[config.mk]
export PLATFORM = sky130hd
export DESIGN_NAME = eba_arbiter
export DESIGN_NICKNAME = d
export VERILOG_FILES = /design/src/inc/eba_pkg.sv /design/src/inc/eba_sync_if.sv /design/src/rtl/eba_sync.sv /design/src/rtl/eba_arbiter.sv
export SDC_FILE = /design/constraint.sdc
export NUM_CORES = 1
export LEC_CHECK = 0
export BUFFER_PORTS_ARGS = -buffer_cell sky130_fd_sc_hd__buf_4
export CAP_MARGIN = 10
export CORE_ASPECT_RATIO = 0.9
export CORE_UTILIZATION = 51
export DETAILED_ROUTE_END_ITERATION = 7
export GPL_ROUTABILITY_DRIVEN = 0
export PLACE_DENSITY = 0.87
export SYNTH_ARGS = -nofsm -noshare
export SYNTH_HDL_FRONTEND = slang
export SYNTH_SLANG_ARGS = --single-unit
export TNS_END_PERCENT = 30
[constraint.sdc]
create_clock -name clk -period 1.2 [get_ports clk]
set_input_delay 0.18 -clock clk [delete_from_list [all_inputs] [get_ports clk]]
set_output_delay 0.18 -clock clk [all_outputs]
set_load 0.02 [all_outputs]
[src/inc/eba_pkg.sv]
package eba_pkg;
   localparam int EBA_SYNC_STAGES = 2;
   localparam int EBA_RELEASE_DRIVE_CYCLES = 1;
   localparam logic EBA_LINE_ASSERTED = 1'b0;
   localparam logic EBA_LINE_IDLE = 1'b1;
   typedef enum logic [1:0] {
      EBA_SLAVE = 2'b00,
      EBA_PENDING = 2'b01,
      EBA_MASTER = 2'b10,
      EBA_RELEASE = 2'b11
   } eba_state_e;
endpackage

[src/inc/eba_sync_if.sv]
`timescale 1ns/1ps
interface eba_sync_if;
   logic grant_raw_n;
   logic busy_raw_n;
   logic grant_n;
   logic busy_n;
   modport sync (input grant_raw_n, input busy_raw_n, output grant_n, output busy_n);
   modport core (output grant_raw_n, output busy_raw_n, input grant_n, input busy_n);
endinterface

[src/rtl/eba_sync.sv]
`timescale 1ns/1ps
module eba_sync
   import eba_pkg::*;
#(
   parameter int STAGES = EBA_SYNC_STAGES
) (
   input wire logic clk,
   input wire logic rst_sync_n,
   input wire logic sync_en,
   eba_sync_if.sync sif
);
   logic [STAGES-1:0] grant_q, grant_d;
   logic [STAGES-1:0] busy_q, busy_d;
   always_comb begin
      grant_d = {grant_q[STAGES-2:0], sif.grant_raw_n};
      busy_d = {busy_q[STAGES-2:0], sif.busy_raw_n};
   end
   always_ff @(posedge clk or negedge rst_sync_n) begin
      if (!rst_sync_n) begin
         grant_q <= '1;
         busy_q <= '1;
      end else begin
         grant_q <= grant_d;
         busy_q <= busy_d;
      end
   end
   // bypass trades safety for latency; only valid with a synchronous arbiter
   assign sif.grant_n = sync_en ? grant_q[STAGES-1] : sif.grant_raw_n;
   assign sif.busy_n = sync_en ? busy_q[STAGES-1] : sif.busy_raw_n;
endmodule

[src/rtl/eba_arbiter.sv]
`timescale 1ns/1ps
module eba_arbiter
   import eba_pkg::*;
#(
   parameter int RELEASE_CYCLES = EBA_RELEASE_DRIVE_CYCLES
) (
   input wire logic clk,
   input wire logic rst_n,
   input wire logic ext_access_req,
   input wire logic int_access_req,
   input wire logic cycle_end,
   input wire logic request_hold_bit,
   input wire logic stop_wait,
   input wire logic async_arbitration_enable,
   input wire logic mastership_drive_enable,
   input wire logic cas_strobe,
   output logic bus_request_line_n,
   input wire logic bus_grant_line_n,
   input wire logic bus_busy_line_n_i,
   output logic bus_busy_line_n_o,
   output logic bus_busy_line_n_oe,
   output logic cas_n_o,
   output logic cas_n_oe,
   output logic is_master
);
   logic rst_meta_q, rst_sync_n;
   eba_state_e state_q, state_d;
   logic req_q, req_d;
   logic [7:0] rel_cnt_q, rel_cnt_d;
   logic grant, busy_idle;
   eba_sync_if sif();

   // reset released through two flops; the first flop feeds only the second
   always_ff @(posedge clk or negedge rst_n) begin
      if (!rst_n) begin
         rst_meta_q <= 1'b0;
         rst_sync_n <= 1'b0;
      end else begin
         rst_meta_q <= 1'b1;
         rst_sync_n <= rst_meta_q;
      end
   end

   assign sif.grant_raw_n = bus_grant_line_n;
   assign sif.busy_raw_n = bus_busy_line_n_i;
   eba_sync u_sync (
      .clk(clk),
      .rst_sync_n(rst_sync_n),
      .sync_en(async_arbitration_enable),
      .sif(sif)
   );
   assign grant = (sif.grant_n == EBA_LINE_ASSERTED);
   assign busy_idle = (sif.busy_n == EBA_LINE_IDLE);

   always_comb begin
      req_d = req_q;
      if (stop_wait) begin
         if (!request_hold_bit) begin
            req_d = 1'b0;
         end
      end else begin
         // internal accesses are deliberately not looked at
         req_d = ext_access_req | request_hold_bit;
      end
   end

   always_comb begin
      state_d = state_q;
      rel_cnt_d = rel_cnt_q;
      case (state_q)
         EBA_SLAVE: begin
            if (grant) begin
               state_d = EBA_PENDING;
            end
         end
         EBA_PENDING: begin
            if (!grant) begin
               state_d = EBA_SLAVE;
            end else if (busy_idle) begin
               state_d = EBA_MASTER;
            end
         end
         EBA_MASTER: begin
            // stays here while granted even with no request: parking
            if (!grant && (cycle_end || !ext_access_req)) begin
               state_d = EBA_RELEASE;
               rel_cnt_d = 8'(RELEASE_CYCLES - 1);
            end
         end
         EBA_RELEASE: begin
            if (rel_cnt_q == 8'h00) begin
               state_d = EBA_SLAVE;
            end else begin
               rel_cnt_d = rel_cnt_q - 8'h01;
            end
         end
         default: state_d = EBA_SLAVE;
      endcase
   end

   always_ff @(posedge clk or negedge rst_sync_n) begin
      if (!rst_sync_n) begin
         state_q <= EBA_SLAVE;
         req_q <= 1'b0;
         rel_cnt_q <= 8'h00;
      end else begin
         state_q <= state_d;
         req_q <= req_d;
         rel_cnt_q <= rel_cnt_d;
      end
   end

   assign bus_request_line_n = ~req_q;
   assign is_master = (state_q == EBA_MASTER);
   // busy driven low while master, driven high briefly on release, else floated
   assign bus_busy_line_n_oe = (state_q == EBA_MASTER) || (state_q == EBA_RELEASE);
   assign bus_busy_line_n_o = (state_q == EBA_MASTER) ? EBA_LINE_ASSERTED : EBA_LINE_IDLE;
   assign cas_n_oe = is_master | mastership_drive_enable;
   assign cas_n_o = is_master ? ~cas_strobe : EBA_LINE_IDLE;
endmodule

==> flow_summary.toml <==
[power]
ir_worst_vdd_uv = 1688
power_density_nw_per_um2 = 2480
p_leak_nw = 0.5813

[die]
die_h_microns = 39.97
dieWidth_microns = 44.19
initial_core_util_pct = 55.81
ioPinCount = 18
core.rowCount = 13
core_area_sq_um = 1464
die_area_sq_um = 1766

[timing]
rsz0062_at_grt = "true"
period_needed_ps = 1609
holdWs_ps = 63.93
slew_viol_final = 0
hold_viol_final = 0
setup_ws_ps = -408.7
fin_crit_sh_pct = 134.1
fmax_mhz = 621.6
relSlewSlack_pct = 57.41
fin_tns_setup_ps = -4261
setup-violations-final = 14
worst_pin_slew_ps = 638.8
fin_skew_ps = 3.032

[layout]
antenna_cells = 0
drive_gt1_share_pct = 54.46
fillers = 76
seq_area_sq_um = 430.4
fin_nets = 127
fin_cells = 127
fin_util_pct = 83.59
multi_input_area_sq_um = 412.9
area_growth_pct = 49.77

[cts]
clk_pin_slew_ps = 100
postCtsSetupRepairBufs = 0
cts_root_buf = "clkbuf_4"
numCtsBuffers = 3
clock_path_buffers = 2
clk_latency_ps = 290
cts_tree = "done"
htreeDepth = 1
clock_sinks = 17

[critical_path]
critPathCapture = "state_q[0]"
r2r_slack_ps = -410
path_class = "reg -> reg"
endpoint_kind = "register"
critPathLaunchType = "register"
r2r_start = "rel_cnt_q[0]"
required_ps = 1390
worstSetupStartpoint = "rel_cnt_q[0]"
r2r_cells = 6
reg2reg_to = "state_q[0]"
crit_path_max_fanout = 4
cp.arrival_ps = 1800

[yosys]
ys_seq_area_share_pct = 52.68
syn-cell-area_sq_um = 817.0
synthTopCellsByArea = "dfrtp_1 40%, dfstp_2 13%, mux2i_1 4.9%"
synth_area_per_cell_sq_um = 11.19
post-synth-top-area-cell = "dfrtp_1"
ys_types = 33
synth_nets = 87
ys_ff_latch = 17
synth_top_area_share_pct = 39.82
synthCells = 73
ys_warn_count = 0

[placement]
io_buffers = 16
place_inst = 120

[drt]
vias_per_cell = 5.496
routed_wl_mm = 2.077
ant_nets = 0
first_pass_iters = 6
drtIter0Drc = 22
drc = 3
vias = 698
wl_per_cell_microns = 16.35

[flow_run]
cap_violations = 0

[global_route]
grt_max_degree = 16
grt_pass1_wl_mm = 3.146
grtUsageTotal_pct = 27.20
overflow = 0
grt_pass1_vias = 666
antenna_found_initial = 0

[status]
violations = "DRC, setup timing"
status = "complete, but fails checks"

[hold_path]
min_path_type = "in -> reg"
[where the power goes]
group / leakage, nW / total (W) / internal, W / switching, W
clock network: 0.0177 / 0.000313 / 0.000124 / 0.000189
registers: 0.204 / 0.000852 / 0.000730 / 0.000122
logic: 0.359 / 0.00187 / 0.000978 / 0.000892
total: 0.581 / 0.00304 / 0.00183 / 0.00120
[placed cells by master (no fill, tap or decap), types with 2 or more instances in the layout]
cell,n
buf_4,27
o21ai_1,2
o41ai_1,3
o21ai_0,2
inv_2,3
nand3_1,4
inv_1,3
nor2_1,5
nand2_1,5
dlygate4sd3_1,3
dfstp_2,4
dfrtp_1,13
buf_6,7
mux2i_1,4
clkbuf_4,3
[cell type report]
cell class / count / share of cell area, %
Sequential cell: 17 / 35.17
Multi-Input combinational cell: 48 / 33.74
Timing Repair Buffer: 37 / 25.46
Clock buffer: 3 / 1.840
Inverter: 6 / 1.840
Tap cell: 15 / 1.534
Clock inverter: 1 / 0.4090
[per-layer routing]
metal / global-route usage (%) / part of all wire, % / routed length (microns)
met3: 2.703 / 3.0 / 62
met2: 48.16 / 50 / 1037
met5: 0 / 0 / 0
met1: 34.88 / 47 / 971
met4: 11.36 / 0.24 / 5
[synth_stat cells (all sizes together)]
library cell,count
nor3,1
mux2,1
xnor2,1
dfrtp,13
ha,2
and2b,1
and3,1
dfstp,4
o211ai,2
conb,1
or2,1
nand2b,1
o41ai,3
or3b,1
or4,1
nand3,5
nand2,6
mux2i,4
a211oi,1
nor4,1
buf,1
inv,6
o31a,1
clkbuf,1
o311ai,1
nor2,5
o21ai,5
nand4bb,1
nor3b,1
[metrics by stage]
stage               power (W)  worst slack (ps)  instance area (sq um)
detailed placement   0.002385            -432.6                   1087
global route         0.003215            -450.6                   1224
CTS                  0.002890            -415.0                   1196
global placement     0.002321            -362.3                   1087
floorplan            0.001706            -367.3                  822.0
finish               0.003035            -408.7                   1224
[sequential cells by signal, summed over array words and instances (netlist names), named ones only]
name            flops
rel_cnt_q           8
u_sync.busy_q       2
u_sync.grant_q      2
req_q               1
rst_meta_q          1
rst_sync_n          1
state_q             1
[critical path, cell delays in order (launching register included)]
cell and delay [ps]:
dfrtp_1 410, inv_2 90, ha_4 130, or3b_4 410, o211ai_4 240, o211ai_2 110
o31a_1 120
[worst min path at each step]
stage                             to      start  slack [ps]  cells past startpoint
after floorplan           rst_meta_q      rst_n        -120                      0
after detailed placement  rst_sync_n      rst_n         -30                      1
after global placement    rst_sync_n      rst_n         -40                      1
final                          req_q  stop_wait          60                      2
after CTS                      req_q  stop_wait          60                      2
after global routing           req_q  stop_wait          80                      2
[cells by family after synthesis]
logic type | after synthesis | synth area share [%]
muxes | 5 | 6.279
and+or+nand+nor | 26 | 18.69
AOI/OAI and AO/OA | 13 | 13.94
xor gates and xnor gates | 1 | 1.072
buffers and inverters | 8 | 3.827
DFF | 17 | 52.68
adders and majority gates | 2 | 3.062
other | 1 | 0.4590
[repair_timing]
action,CTS,global route
hold endpoints to repair,4,0
hold buffers,3,0
pin swaps,4,2
endpoints found under the setup margin,15,15
gates resized for setup,12,9
Power figures use the tool's default switching activity.
